### src/oam_pdu_validation_defines.vh
// Offsets, field positions, codes and reset values of the OAM PDU validation stage
`ifndef OAM_PDU_VALIDATION_DEFINES_VH
`define OAM_PDU_VALIDATION_DEFINES_VH
// Register word indexes (byte address = index * 4)
`define REG_CTRL 6'h00
`define REG_EXTRACT 6'h01
`define REG_STICKY 6'h02
`define REG_IRQ_EN 6'h03
`define REG_LAST 6'h04
`define REG_RX_DISCARD 6'h05
`define REG_TX_DISCARD 6'h06
`define REG_LEVEL_DISCARD 6'h07
`define REG_GROUP_ID_ERR 6'h08
`define REG_ENDPOINT_ID_ERR 6'h09
`define REG_PERIOD_ERR 6'h0A
`define REG_VERSION 6'h0B
`define REG_MC_MAC_LSB 6'h0C
`define REG_MC_MAC_MSB 6'h0D
`define REG_UC_MAC_LSB 6'h0E
`define REG_UC_MAC_MSB 6'h0F
`define REG_GROUP_ID_BASE 6'h10
`define GROUP_ID_WORDS 12
// Control register fields
`define CTRL_LEVEL_LSB 0
`define CTRL_BLOCK_HIGH 3
`define CTRL_DMAC_SEL 4
`define CTRL_VERSION_EN 5
`define CTRL_CONT_ONLY 6
`define CTRL_CCM_EN 7
`define CTRL_GROUP_ID_EN 8
`define CTRL_ENDPOINT_ID_EN 9
`define CTRL_PERIOD_LSB 10
`define CTRL_PRIORITY_LSB 13
`define CTRL_PEER_ID_LSB 16
`define CTRL_RESET 32'h0000_0000
// Event bit positions, shared by last-result, sticky, extract and irq-enable registers
`define EV_ZERO_PERIOD 0
`define EV_LOW_LEVEL 1
`define EV_GROUP_ID 2
`define EV_ENDPOINT_ID 3
`define EV_PERIOD 4
`define EV_PRIORITY 5
`define EV_TX_BLOCK 6
`define EV_HIGH_BLOCK 7
`define EV_LOW_BLOCK 8
`define EV_DEST_MAC 9
`define EV_VERSION 10
`define EV_EXTRA_TLV 11
`define EV_WIDTH 12
`define LAST_WIDTH 6
// Frame kinds carried in frame_kind_field
`define KIND_DATA 2'h0
`define KIND_Y1731 2'h1
`define KIND_SEQ 2'h2
// Opcodes
`define OP_CCM 8'h01
`define OP_LBR 8'h02
`define OP_LBM 8'h03
`define OP_AIS 8'h21
`define OP_LCK 8'h23
`define OP_TST 8'h25
`define OP_LMR 8'h2A
`define OP_LMM 8'h2B
`define OP_1DM 8'h2D
`define OP_DMR 8'h2E
`define OP_DMM 8'h2F
`define OP_1SL 8'h35
`define OP_SLR 8'h36
`define OP_SLM 8'h37
// Version classes: four accepted-version bits per class
`define CLS_CCM 3'h0
`define CLS_LB 3'h1
`define CLS_ALARM 3'h2
`define CLS_TST 3'h3
`define CLS_LM 3'h4
`define CLS_DM 3'h5
`define CLS_SL 3'h6
`define CLS_NONE 3'h7
`define VERSION_RESET 32'h0111_1111
`endif

### src/oam_pdu_validation.v
// OAM endpoint PDU validation stage with APB register slave
// Behaviour
// - Level bypass flag forces the frame to be handled as data, no checks.
// - Transmit: only Y.1731 kind is validated; sequence numbering and others are data.
// - Transmit reject counts tx discard, sets tx block flag, optional error-queue copy.
// - One setting limits flags and copies to continuity PDUs or all PDUs.
// - Receive: only Y.1731 kind is validated; other kinds are data.
// - Level above endpoint: discard if block-high set, else handle as data.
// - Continuity PDU with zero period discarded; last result, change flag, irq, copy.
// - Level equal to endpoint level proceeds to destination MAC check.
// - Level below endpoint level blocked, low-block flag set, optional copy.
// - Continuity PDUs store low-level result, change flag, irq; level discards counted.
// - Destination MAC checked against multicast or unicast; failure blocks, flags, copies.
// - No version check for link trace, generic or unknown opcodes.
// - Version checked against per-PDU accepted set; mismatch blocks, flags, copies.
// - After version: continuity checked further, synthetic loss forwarded, rest valid.
// - 48-byte group id compared; last result, change flag, irq, discard, copy, count.
// - Endpoint id compared to peer; last result, change flag, irq, discard, copy, count.
// - Continuity PDU passing id checks is valid and clears loss-of-continuity.
// - Period, priority and extra TLV checks never discard.
// - Period compared; last result, change flag, irq, continuity copy, counted.
// - Priority compared; last result, change flag, irq, continuity copy.
// - Extra or nonzero end TLV sets flag; continuity copy once until re-armed.
// - Every receive discard increments the rx discard counter.
`timescale 1ns/1ps
`include "oam_pdu_validation_defines.vh"
module oam_pdu_validation (
  input wire pclk,
  input wire presetn,
  input wire [7:0] paddr,
  input wire psel,
  input wire penable,
  input wire pwrite,
  input wire [31:0] pwdata,
  output reg [31:0] prdata,
  output wire pready,
  output reg pslverr,
  input wire lk_valid,
  input wire lk_tx,
  input wire level_bypass_flag,
  input wire [1:0] frame_kind_field,
  input wire [2:0] lk_level,
  input wire [7:0] lk_opcode,
  input wire lk_opcode_generic,
  input wire [4:0] lk_version,
  input wire [47:0] lk_dmac,
  input wire [383:0] lk_group_id,
  input wire [12:0] lk_endpoint_id,
  input wire [2:0] lk_period,
  input wire [2:0] lk_priority,
  input wire lk_extra_tlv,
  output reg res_valid,
  output reg res_as_data,
  output reg res_pdu_ok,
  output reg res_synlm,
  output reg res_discard,
  output reg res_copy_error_queue,
  output reg res_copy_continuity_queue,
  output reg res_loc_clear,
  output wire irq
);
  reg [31:0] ctrl_q;
  reg [`EV_WIDTH-1:0] extract_q;
  reg [`EV_WIDTH-1:0] sticky_q;
  reg [`LAST_WIDTH-1:0] irq_en_q;
  reg [`LAST_WIDTH-1:0] last_q;
  reg [31:0] rx_discard_counter;
  reg [31:0] tx_discard_counter;
  reg [31:0] level_discard_counter;
  reg [31:0] group_id_error_counter;
  reg [31:0] endpoint_id_error_counter;
  reg [31:0] period_error_counter;
  reg [31:0] version_q;
  reg [31:0] mc_lsb_q;
  reg [15:0] mc_msb_q;
  reg [31:0] uc_lsb_q;
  reg [15:0] uc_msb_q;
  reg [31:0] group_id_mem [0:`GROUP_ID_WORDS-1];

  wire [5:0] widx = paddr[7:2];
  wire apb_wr = psel & penable & pwrite;
  wire apb_setup = psel & ~penable;
  wire is_gid = (widx >= `REG_GROUP_ID_BASE) && (widx < `REG_GROUP_ID_BASE + `GROUP_ID_WORDS);
  wire [3:0] gidx = widx[3:0];
  wire mapped = (widx <= `REG_UC_MAC_MSB) | is_gid;
  // No wait states: read data is already latched in the setup cycle
  assign pready = penable;

  wire [2:0] ep_level = ctrl_q[`CTRL_LEVEL_LSB +: 3];
  wire [2:0] expected_period = ctrl_q[`CTRL_PERIOD_LSB +: 3];
  wire [2:0] expected_priority = ctrl_q[`CTRL_PRIORITY_LSB +: 3];
  wire [12:0] peer_endpoint_id = ctrl_q[`CTRL_PEER_ID_LSB +: 13];
  wire dest_mac_check_select = ctrl_q[`CTRL_DMAC_SEL];
  wire error_report_continuity_only = ctrl_q[`CTRL_CONT_ONLY];

  // Per-word group id compare
  wire [`GROUP_ID_WORDS-1:0] gid_hit;
  genvar g;
  generate
    for (g = 0; g < `GROUP_ID_WORDS; g = g + 1) begin : gid_cmp
      assign gid_hit[g] = lk_group_id[g*32 +: 32] == group_id_mem[g];
    end
  endgenerate
  wire group_id_ok = &gid_hit;

  function [2:0] version_class;
    input [7:0] op;
    begin
      case (op)
        `OP_CCM: version_class = `CLS_CCM;
        `OP_LBM, `OP_LBR: version_class = `CLS_LB;
        `OP_AIS, `OP_LCK: version_class = `CLS_ALARM;
        `OP_TST: version_class = `CLS_TST;
        `OP_LMM, `OP_LMR: version_class = `CLS_LM;
        `OP_1DM, `OP_DMM, `OP_DMR: version_class = `CLS_DM;
        `OP_1SL, `OP_SLM, `OP_SLR: version_class = `CLS_SL;
        default: version_class = `CLS_NONE;
      endcase
    end
  endfunction

  wire [2:0] cls = version_class(lk_opcode);
  // Generic configuration overrides the hardware classification
  wire known = (cls != `CLS_NONE) & ~lk_opcode_generic;
  wire is_ccm = (cls == `CLS_CCM) & ~lk_opcode_generic;
  wire is_sl = (cls == `CLS_SL) & ~lk_opcode_generic;
  // Only four versions per class fit the accepted set, so higher versions always fail
  wire version_ok = (lk_version < 5'h04) & version_q[{cls, lk_version[1:0]}];
  wire dest_mac_ok = dest_mac_check_select ? (lk_dmac == {uc_msb_q, uc_lsb_q}) :
                     (lk_dmac == {mc_msb_q, mc_lsb_q});
  // Zero-period and identifier errors are copied regardless of this setting
  wire report = ~error_report_continuity_only | is_ccm;
  wire gid_check = is_ccm & ctrl_q[`CTRL_CCM_EN] & ctrl_q[`CTRL_GROUP_ID_EN];
  wire ep_check = is_ccm & ctrl_q[`CTRL_CCM_EN] & ctrl_q[`CTRL_ENDPOINT_ID_EN];

  reg as_data_d, ok_d, syn_d, disc_d, cp_err_d, cp_cc_d, loc_d;
  reg inc_lvl, inc_gid, inc_ep, inc_per, tlv_disarm;
  reg [`EV_WIDTH-1:0] ev_set;
  reg [`LAST_WIDTH-1:0] last_d;

  always @* begin
    as_data_d = 1'b0;
    ok_d = 1'b0;
    syn_d = 1'b0;
    disc_d = 1'b0;
    cp_err_d = 1'b0;
    cp_cc_d = 1'b0;
    loc_d = 1'b0;
    inc_lvl = 1'b0;
    inc_gid = 1'b0;
    inc_ep = 1'b0;
    inc_per = 1'b0;
    tlv_disarm = 1'b0;
    ev_set = {`EV_WIDTH{1'b0}};
    last_d = last_q;
    if (lk_valid) begin
      if (level_bypass_flag || frame_kind_field != `KIND_Y1731) begin
        as_data_d = 1'b1;
      end else if (lk_tx) begin
        // Transmit filtering rejects PDUs below the endpoint level
        if (lk_level < ep_level) begin
          disc_d = 1'b1;
          if (report) begin
            ev_set[`EV_TX_BLOCK] = 1'b1;
            cp_err_d = extract_q[`EV_TX_BLOCK];
          end
        end else begin
          ok_d = 1'b1;
        end
      end else if (lk_level > ep_level) begin
        // A high-level PDU is not a low-level failure, so the stored result clears
        if (is_ccm)
          last_d[`EV_LOW_LEVEL] = 1'b0;
        if (ctrl_q[`CTRL_BLOCK_HIGH]) begin
          disc_d = 1'b1;
          inc_lvl = is_ccm;
          if (report) begin
            ev_set[`EV_HIGH_BLOCK] = 1'b1;
            cp_err_d = extract_q[`EV_HIGH_BLOCK];
          end
        end else begin
          as_data_d = 1'b1;
        end
      end else begin
        if (is_ccm) begin
          last_d[`EV_ZERO_PERIOD] = lk_period == 3'h0;
          last_d[`EV_LOW_LEVEL] = lk_level < ep_level;
        end
        if (is_ccm && lk_period == 3'h0) begin
          disc_d = 1'b1;
          cp_err_d = extract_q[`EV_ZERO_PERIOD];
        end else if (lk_level < ep_level) begin
          disc_d = 1'b1;
          inc_lvl = is_ccm;
          if (report) begin
            ev_set[`EV_LOW_BLOCK] = 1'b1;
            cp_err_d = extract_q[`EV_LOW_LEVEL];
          end
        end else if (!dest_mac_ok) begin
          disc_d = 1'b1;
          if (report) begin
            ev_set[`EV_DEST_MAC] = 1'b1;
            cp_err_d = extract_q[`EV_DEST_MAC];
          end
        end else if (ctrl_q[`CTRL_VERSION_EN] && known && !version_ok) begin
          disc_d = 1'b1;
          if (report) begin
            ev_set[`EV_VERSION] = 1'b1;
            cp_err_d = extract_q[`EV_VERSION];
          end
        end else begin
          if (gid_check)
            last_d[`EV_GROUP_ID] = ~group_id_ok;
          // Endpoint id result is left alone when the group id already failed
          if (ep_check && !(gid_check && !group_id_ok))
            last_d[`EV_ENDPOINT_ID] = lk_endpoint_id != peer_endpoint_id;
          if (gid_check && !group_id_ok) begin
            disc_d = 1'b1;
            inc_gid = 1'b1;
            cp_err_d = extract_q[`EV_GROUP_ID];
          end else if (ep_check && lk_endpoint_id != peer_endpoint_id) begin
            disc_d = 1'b1;
            inc_ep = 1'b1;
            cp_err_d = extract_q[`EV_ENDPOINT_ID];
          end else if (is_ccm) begin
            // Warnings below only flag, copy and count; the PDU stays valid
            ok_d = 1'b1;
            loc_d = 1'b1;
            last_d[`EV_PERIOD] = lk_period != expected_period;
            last_d[`EV_PRIORITY] = lk_priority != expected_priority;
            inc_per = lk_period != expected_period;
            cp_cc_d = (last_d[`EV_PERIOD] & extract_q[`EV_PERIOD]) |
                      (last_d[`EV_PRIORITY] & extract_q[`EV_PRIORITY]);
            if (lk_extra_tlv) begin
              ev_set[`EV_EXTRA_TLV] = 1'b1;
              if (extract_q[`EV_EXTRA_TLV]) begin
                cp_cc_d = 1'b1;
                tlv_disarm = 1'b1;
              end
            end
          end else begin
            syn_d = is_sl;
            ok_d = ~is_sl;
          end
        end
      end
    end
    // Change flags follow any toggle of a stored last result
    ev_set[`LAST_WIDTH-1:0] = last_d ^ last_q;
  end

  // Only the change flags of stored results can interrupt; event flags cannot
  assign irq = |(sticky_q[`LAST_WIDTH-1:0] & irq_en_q);

  // Outputs and status
  always @(posedge pclk or negedge presetn) begin
    if (!presetn) begin
      res_valid <= 1'b0;
      res_as_data <= 1'b0;
      res_pdu_ok <= 1'b0;
      res_synlm <= 1'b0;
      res_discard <= 1'b0;
      res_copy_error_queue <= 1'b0;
      res_copy_continuity_queue <= 1'b0;
      res_loc_clear <= 1'b0;
      last_q <= {`LAST_WIDTH{1'b0}};
      rx_discard_counter <= 32'h0000_0000;
      tx_discard_counter <= 32'h0000_0000;
      level_discard_counter <= 32'h0000_0000;
      group_id_error_counter <= 32'h0000_0000;
      endpoint_id_error_counter <= 32'h0000_0000;
      period_error_counter <= 32'h0000_0000;
    end else begin
      res_valid <= lk_valid;
      res_as_data <= as_data_d;
      res_pdu_ok <= ok_d;
      res_synlm <= syn_d;
      res_discard <= disc_d;
      res_copy_error_queue <= cp_err_d;
      res_copy_continuity_queue <= cp_cc_d;
      res_loc_clear <= loc_d;
      last_q <= last_d;
      // Counters wrap silently; software works with differences between reads
      if (disc_d && !lk_tx)
        rx_discard_counter <= rx_discard_counter + 32'h0000_0001;
      if (disc_d && lk_tx)
        tx_discard_counter <= tx_discard_counter + 32'h0000_0001;
      if (inc_lvl)
        level_discard_counter <= level_discard_counter + 32'h0000_0001;
      if (inc_gid)
        group_id_error_counter <= group_id_error_counter + 32'h0000_0001;
      if (inc_ep)
        endpoint_id_error_counter <= endpoint_id_error_counter + 32'h0000_0001;
      if (inc_per)
        period_error_counter <= period_error_counter + 32'h0000_0001;
    end
  end

  // Register writes; a hardware set beats a simultaneous write-one-to-clear
  integer i;
  always @(posedge pclk or negedge presetn) begin
    if (!presetn) begin
      ctrl_q <= `CTRL_RESET;
      extract_q <= {`EV_WIDTH{1'b0}};
      sticky_q <= {`EV_WIDTH{1'b0}};
      irq_en_q <= {`LAST_WIDTH{1'b0}};
      version_q <= `VERSION_RESET;
      mc_lsb_q <= 32'h0000_0000;
      mc_msb_q <= 16'h0000;
      uc_lsb_q <= 32'h0000_0000;
      uc_msb_q <= 16'h0000;
      for (i = 0; i < `GROUP_ID_WORDS; i = i + 1)
        group_id_mem[i] <= 32'h0000_0000;
    end else begin
      sticky_q <= (sticky_q & ~((apb_wr && widx == `REG_STICKY) ? pwdata[`EV_WIDTH-1:0] :
                  {`EV_WIDTH{1'b0}})) | ev_set;
      // One-shot TLV copy disarms itself; a software write re-arms and wins
      if (apb_wr && widx == `REG_EXTRACT)
        extract_q <= pwdata[`EV_WIDTH-1:0];
      else if (tlv_disarm)
        extract_q[`EV_EXTRA_TLV] <= 1'b0;
      if (apb_wr) begin
        case (widx)
          `REG_CTRL: ctrl_q <= pwdata;
          `REG_IRQ_EN: irq_en_q <= pwdata[`LAST_WIDTH-1:0];
          `REG_VERSION: version_q <= pwdata;
          `REG_MC_MAC_LSB: mc_lsb_q <= pwdata;
          `REG_MC_MAC_MSB: mc_msb_q <= pwdata[15:0];
          `REG_UC_MAC_LSB: uc_lsb_q <= pwdata;
          `REG_UC_MAC_MSB: uc_msb_q <= pwdata[15:0];
          default: begin
            if (is_gid)
              group_id_mem[gidx] <= pwdata;
          end
        endcase
      end
    end
  end

  // Read data is captured in the setup cycle so the access phase needs no wait
  reg [31:0] rd_mux;
  always @* begin
    rd_mux = 32'h0000_0000;
    case (widx)
      `REG_CTRL: rd_mux = ctrl_q;
      `REG_EXTRACT: rd_mux = {{(32-`EV_WIDTH){1'b0}}, extract_q};
      `REG_STICKY: rd_mux = {{(32-`EV_WIDTH){1'b0}}, sticky_q};
      `REG_IRQ_EN: rd_mux = {{(32-`LAST_WIDTH){1'b0}}, irq_en_q};
      `REG_LAST: rd_mux = {{(32-`LAST_WIDTH){1'b0}}, last_q};
      `REG_RX_DISCARD: rd_mux = rx_discard_counter;
      `REG_TX_DISCARD: rd_mux = tx_discard_counter;
      `REG_LEVEL_DISCARD: rd_mux = level_discard_counter;
      `REG_GROUP_ID_ERR: rd_mux = group_id_error_counter;
      `REG_ENDPOINT_ID_ERR: rd_mux = endpoint_id_error_counter;
      `REG_PERIOD_ERR: rd_mux = period_error_counter;
      `REG_VERSION: rd_mux = version_q;
      `REG_MC_MAC_LSB: rd_mux = mc_lsb_q;
      `REG_MC_MAC_MSB: rd_mux = {16'h0000, mc_msb_q};
      `REG_UC_MAC_LSB: rd_mux = uc_lsb_q;
      `REG_UC_MAC_MSB: rd_mux = {16'h0000, uc_msb_q};
      default: begin
        if (is_gid)
          rd_mux = group_id_mem[gidx];
      end
    endcase
  end

  always @(posedge pclk or negedge presetn) begin
    if (!presetn) begin
      prdata <= 32'h0000_0000;
      pslverr <= 1'b0;
    end else if (apb_setup) begin
      prdata <= pwrite ? 32'h0000_0000 : rd_mux;
      pslverr <= ~mapped;
    end
  end
endmodule // oam_pdu_validation

### config.mk
export PLATFORM = sky130hd
export DESIGN_NAME = oam_pdu_validation
export DESIGN_NICKNAME = d
export VERILOG_FILES = /design/src/oam_pdu_validation.v
export VERILOG_INCLUDE_DIRS = /design/src
export SDC_FILE = /design/constraint.sdc
export NUM_CORES = 2
export LEC_CHECK = 0
export ABC_CLOCK_PERIOD_IN_PS = 5600
export BUFFER_PORTS_ARGS = -buffer_cell sky130_fd_sc_hd__buf_2
export CORE_MARGIN = 2
export CORE_UTILIZATION = 45
export CTS_CLUSTER_SIZE = 16
export DETAILED_ROUTE_END_ITERATION = 6
export SYNTH_ARGS = -nofsm -noshare
export SYNTH_HDL_FRONTEND = slang
export SYNTH_SLANG_ARGS = --single-unit
### constraint.sdc
create_clock -name pclk -period 5.6 [get_ports pclk]
set_input_delay 0.28 -clock pclk [delete_from_list [all_inputs] [get_ports pclk]]
set_output_delay 0.28 -clock pclk [all_outputs]
set_load 0.02 [all_outputs]
==> run_summary.xml <==
<?xml version="1.0" encoding="UTF-8"?>
<metrics>
  <group name="floorplanning">
    <metric name="die_width" unit="µm">315.0</metric>
    <metric name="floorplan.die.height" unit="µm">315.0</metric>
    <metric name="top_level_ports" unit="">562</metric>
    <metric name="die_area" unit="µm²">99240</metric>
    <metric name="row_count" unit="">114</metric>
    <metric name="floorplan.core_area" unit="µm²">96280</metric>
    <metric name="floorplan.initialDensity" unit="">0.4522</metric>
  </group>
  <group name="logic_synthesis">
    <metric name="async_flop_share" unit="">1.000</metric>
    <metric name="synth-edff-count" unit="">0</metric>
    <metric name="ys_warn_count" unit="">0</metric>
    <metric name="ys_top_cells_by_area" unit="">sky130_fd_sc_hd__dfrtp_1 (46%), sky130_fd_sc_hd__mux2_2 (14%), sky130_fd_sc_hd__xor2_1 (9.7%)</metric>
    <metric name="synth_largest_type_area_fraction" unit="">0.4633</metric>
    <metric name="syn_area" unit="µm²">43530</metric>
    <metric name="synth_cells" unit="">3603</metric>
    <metric name="ys.flop_type" unit="">sky130_fd_sc_hd__dfrtp_1</metric>
    <metric name="syn-mean-instance-area" unit="µm²">12.08</metric>
    <metric name="yosysTopAreaCell" unit="">sky130_fd_sc_hd__dfrtp_1</metric>
    <metric name="synthesis.nets" unit="">4131</metric>
    <metric name="post_synth_num_cell_types" unit="">75</metric>
    <metric name="postSynthRegisterBits" unit="">813</metric>
    <metric name="ys_seq_area_frac" unit="">0.4675</metric>
  </group>
  <group name="route">
    <metric name="avgViaCountPerCell" unit="">6.391</metric>
    <metric name="finalWirelength" unit="µm">195800</metric>
    <metric name="drc" unit="">0</metric>
    <metric name="wire_per_inst" unit="µm">35.77</metric>
    <metric name="drt_pass1_iterations" unit="">6</metric>
    <metric name="final_antenna_net_count" unit="">0</metric>
    <metric name="num_vias" unit="">34982</metric>
    <metric name="detail_route.iter0.violations" unit="">4828</metric>
  </group>
  <group name="sta">
    <metric name="clock.fmax" unit="MHz">204.9</metric>
    <metric name="worst_pin_slew" unit="ns">1.279</metric>
    <metric name="fin_crit" unit="ns">4.880</metric>
    <metric name="final_min_period_over_clock_period" unit="">0.8714</metric>
    <metric name="setup_ws" unit="ns">0.7200</metric>
    <metric name="rsz0062_at_grt" unit="">false</metric>
    <metric name="timing_hold_violations_final" unit="">0</metric>
    <metric name="finalSetupTns" unit="ns">0</metric>
    <metric name="clock-skew-final" unit="ns">0.04666</metric>
    <metric name="final-max-slew-violation-count" unit="">0</metric>
    <metric name="finalSetupViolCount" unit="">0</metric>
    <metric name="max-slew-margin-rel" unit="">0.1404</metric>
  </group>
  <group name="worst_setup_path">
    <metric name="crit_type" unit="">register to register</metric>
    <metric name="arrival" unit="ns">5.49</metric>
    <metric name="timing.critical_path.cells" unit="">xor2_1 -&gt; nor4_1 -&gt; nand4_1 -&gt; nor4_1 -&gt; nand4_1 -&gt; o21ba_2 -&gt; nor4_1 -&gt; buf_4 -&gt; or3b_1 -&gt; a21oi_1 -&gt; dlygate4sd3_1</metric>
    <metric name="crit_slowest_cell" unit="">sky130_fd_sc_hd__nor4_1</metric>
    <metric name="required" unit="ns">6.21</metric>
    <metric name="critPathMostFrequentCell" unit="">sky130_fd_sc_hd__nor4_1</metric>
    <metric name="critical_path.max_fanout" unit="">7</metric>
    <metric name="timing.critical_path.slowest_cell_delay" unit="ns">0.87</metric>
    <metric name="setup.worst_path.start_class" unit="">register</metric>
    <metric name="setup_crit_end_kind" unit="">register</metric>
  </group>
  <group name="cts">
    <metric name="cts_num_sinks" unit="">813</metric>
    <metric name="cts.path.max_buffers" unit="">3</metric>
    <metric name="cts_tree" unit="">built</metric>
    <metric name="clock-root-buffer" unit="">sky130_fd_sc_hd__clkbuf_16</metric>
    <metric name="post-cts-setup-buffers" unit="">0</metric>
    <metric name="worstSkewPairLatency" unit="ns">0.70</metric>
    <metric name="cts_resized" unit="">0</metric>
    <metric name="numCtsBuffers" unit="">94</metric>
    <metric name="cts-htree-levels" unit="">3</metric>
    <metric name="cts.reportedPaths.clkPinSlew" unit="ns">0.06</metric>
    <metric name="quantity_of_hold_fixing_buffers_added_after_cts" unit="">8</metric>
  </group>
  <group name="pwr">
    <metric name="max-vdd-ir-drop" unit="V">0.0002161</metric>
    <metric name="power.density_cell_area" unit="nW/µm²">280.2</metric>
    <metric name="power.static_leakage" unit="nW">24.65</metric>
    <metric name="total_power" unit="mW">14.31</metric>
  </group>
  <group name="grt">
    <metric name="antenna_violations_before_repair" unit="">9</metric>
    <metric name="maximum_number_of_pins_on_one_net_before_global_route_repair" unit="">163</metric>
    <metric name="total_grt_usage" unit="">0.3904</metric>
    <metric name="globalRouteMet3Util" unit="">0.06999</metric>
    <metric name="grt_first_pass_wirelength" unit="µm">268200</metric>
    <metric name="global_route.usage.met2" unit="">0.6002</metric>
    <metric name="groute.layer.met1.usage" unit="">0.5031</metric>
    <metric name="grt_pass1_vias" unit="">33848</metric>
    <metric name="busiest_layer" unit="">met2</metric>
    <metric name="grt-ovfl-total" unit="">0</metric>
  </group>
  <group name="run">
    <metric name="cap_violations" unit="">0</metric>
  </group>
  <group name="layout">
    <metric name="final_area" unit="µm²">51080</metric>
    <metric name="number_of_fill_cells_in_the_layout" unit="">8641</metric>
    <metric name="final_common_cell" unit="">sky130_fd_sc_hd__dfrtp_1</metric>
    <metric name="drive_gt1_frac" unit="">0.3620</metric>
    <metric name="nets" unit="">4649</metric>
    <metric name="layout-area-overhead-vs-synth" unit="%">17.33</metric>
    <metric name="layout.cells.most_common_list" unit="">sky130_fd_sc_hd__dfrtp_1 (805), sky130_fd_sc_hd__buf_2 (556), sky130_fd_sc_hd__mux2_2 (555), sky130_fd_sc_hd__xor2_1 (481), sky130_fd_sc_hd__nand2_1 (159)</metric>
  </group>
  <group name="status">
    <metric name="result_of_the_run" unit="">finished clean</metric>
  </group>
  <group name="placed_design">
    <metric name="detailed_place.area" unit="µm²">47860</metric>
    <metric name="hpwl_dp" unit="µm">148500</metric>
    <metric name="place.gp.congestion" unit="">1.021</metric>
    <metric name="number_of_buffers_added_on_ports" unit="">559</metric>
    <metric name="place_ws" unit="ns">1.159</metric>
  </group>
  <group name="worst_hold_path">
    <metric name="worst_hold_path_type" unit="">input pin to register</metric>
  </group>
</metrics>
==> final timing paths <==
path / slack [ns] / cells past startpoint / end / from
hold reg to reg: 0.46 / 2 / prdata[10]$_DFFE_PN0P_ / prdata[10]$_DFFE_PN0P_
setup reg to reg: 0.72 / 11 / res_pdu_ok$_DFF_PN0_ / group_id_mem[78]$_DFFE_PN0P_
setup / recovery: 0.72 / 11 / res_pdu_ok$_DFF_PN0_ / group_id_mem[78]$_DFFE_PN0P_
hold / removal: 0.03 / 3 / res_synlm$_DFF_PN0_ / lk_opcode_generic
min in group asynchronous: 0.23 / 2 / version_q[1]$_DFFE_PN0P_ / presetn
max in group asynchronous: 3.90 / 3 / group_id_mem[149]$_DFFE_PN0P_ / presetn
==> area by class of cell <==
cell class | instances | area, µm² | area share
multi-input cells | 2522 | 22270 | 0.4360
well taps | 1276 | 1597 | 0.03126
clock inverters | 34 | 410.4 | 0.008034
clock buffers | 137 | 2725 | 0.05335
repair buffers | 646 | 3552 | 0.06954
diodes | 2 | 5.005 | 0.00009798
inverters | 44 | 165.2 | 0.003233
flip-flops and latches | 813 | 20350 | 0.3985
==> routing by layer <==
layer | wire length, µm | vias to the layer above
li1 | - | 14307
met1 | 73460 | 18046
met3 | 17820 | 491
met2 | 88200 | 2134
met5 | 18 | -
met4 | 16330 | 4
==> critical path: cells and delay by family, from the launching register on <==
family | cells | cell delay [ns]
AND/OR/NAND/NOR | 6 | 2.79
AO/OA/AOI/OAI | 2 | 0.54
XOR/XNOR | 1 | 0.18
buffers and inverters | 2 | 0.80
flip-flops | 1 | 0.47
==> power breakdown <==
group / total [mW] / switching [mW] / internal [mW] / leakage (nW)
clock network: 6.34 / 2.68 / 3.67 / 1.52
registers: 6.33 / 0.255 / 6.08 / 11.1
logic: 1.64 / 1.04 / 0.593 / 12.0
total: 14.3 / 3.98 / 10.3 / 24.6
==> flip-flops by register name, indices dropped and copies added (netlist names), 6 cells and up <==
signal and cells:
mc_lsb_q 32, rx_discard_counter 32, tx_discard_counter 32, version_q 32, prdata 32, endpoint_id_error_counter 32, mc_msb_q 16, group_id_mem 384
irq_en_q 6, last_q 6, group_id_error_counter 32, period_error_counter 32, uc_msb_q 16, level_discard_counter 32, ctrl_q 32, uc_lsb_q 32
extract_q 12, sticky_q 12
==> cell usage after synthesis, types with 62 or more instances <==
master / number
sky130_fd_sc_hd__mux2_2: 555
sky130_fd_sc_hd__nand4_1: 81
sky130_fd_sc_hd__nor3_1: 62
sky130_fd_sc_hd__clkbuf_1: 175
sky130_fd_sc_hd__mux4_2: 104
sky130_fd_sc_hd__nand2_1: 166
sky130_fd_sc_hd__nor4_1: 138
sky130_fd_sc_hd__dfrtp_1: 806
sky130_fd_sc_hd__a22oi_1: 69
sky130_fd_sc_hd__nand3_1: 103
sky130_fd_sc_hd__xnor2_1: 150
sky130_fd_sc_hd__nor2_1: 83
sky130_fd_sc_hd__mux2i_1: 87
sky130_fd_sc_hd__xor2_1: 481
==> metrics by stage <==
step             util  instances  hold slack, ns
2_1_floorplan       -       3603        -0.01559
3_3_place_gp   0.4971       5293          0.3725
3_5_place_dp   0.4971       5293          0.3629
4_1_cts        0.5305       5472        0.008121
5_1_grt        0.5305       5472         0.02655
6_report       0.5305       5474         0.02598
==> kinds of logic after synthesis <==
kind of cell / Yosys count / share of synthesized area
xor gates and xnor gates: 631 / 0.1270
buffers and inverters: 268 / 0.02486
AOI/OAI and AO/OA: 350 / 0.06234
muxes: 747 / 0.2176
DFF: 813 / 0.4675
adders and majority gates: 9 / 0.002587
and+or+nand+nor: 785 / 0.09809
(Power assumes the default switching activity.)
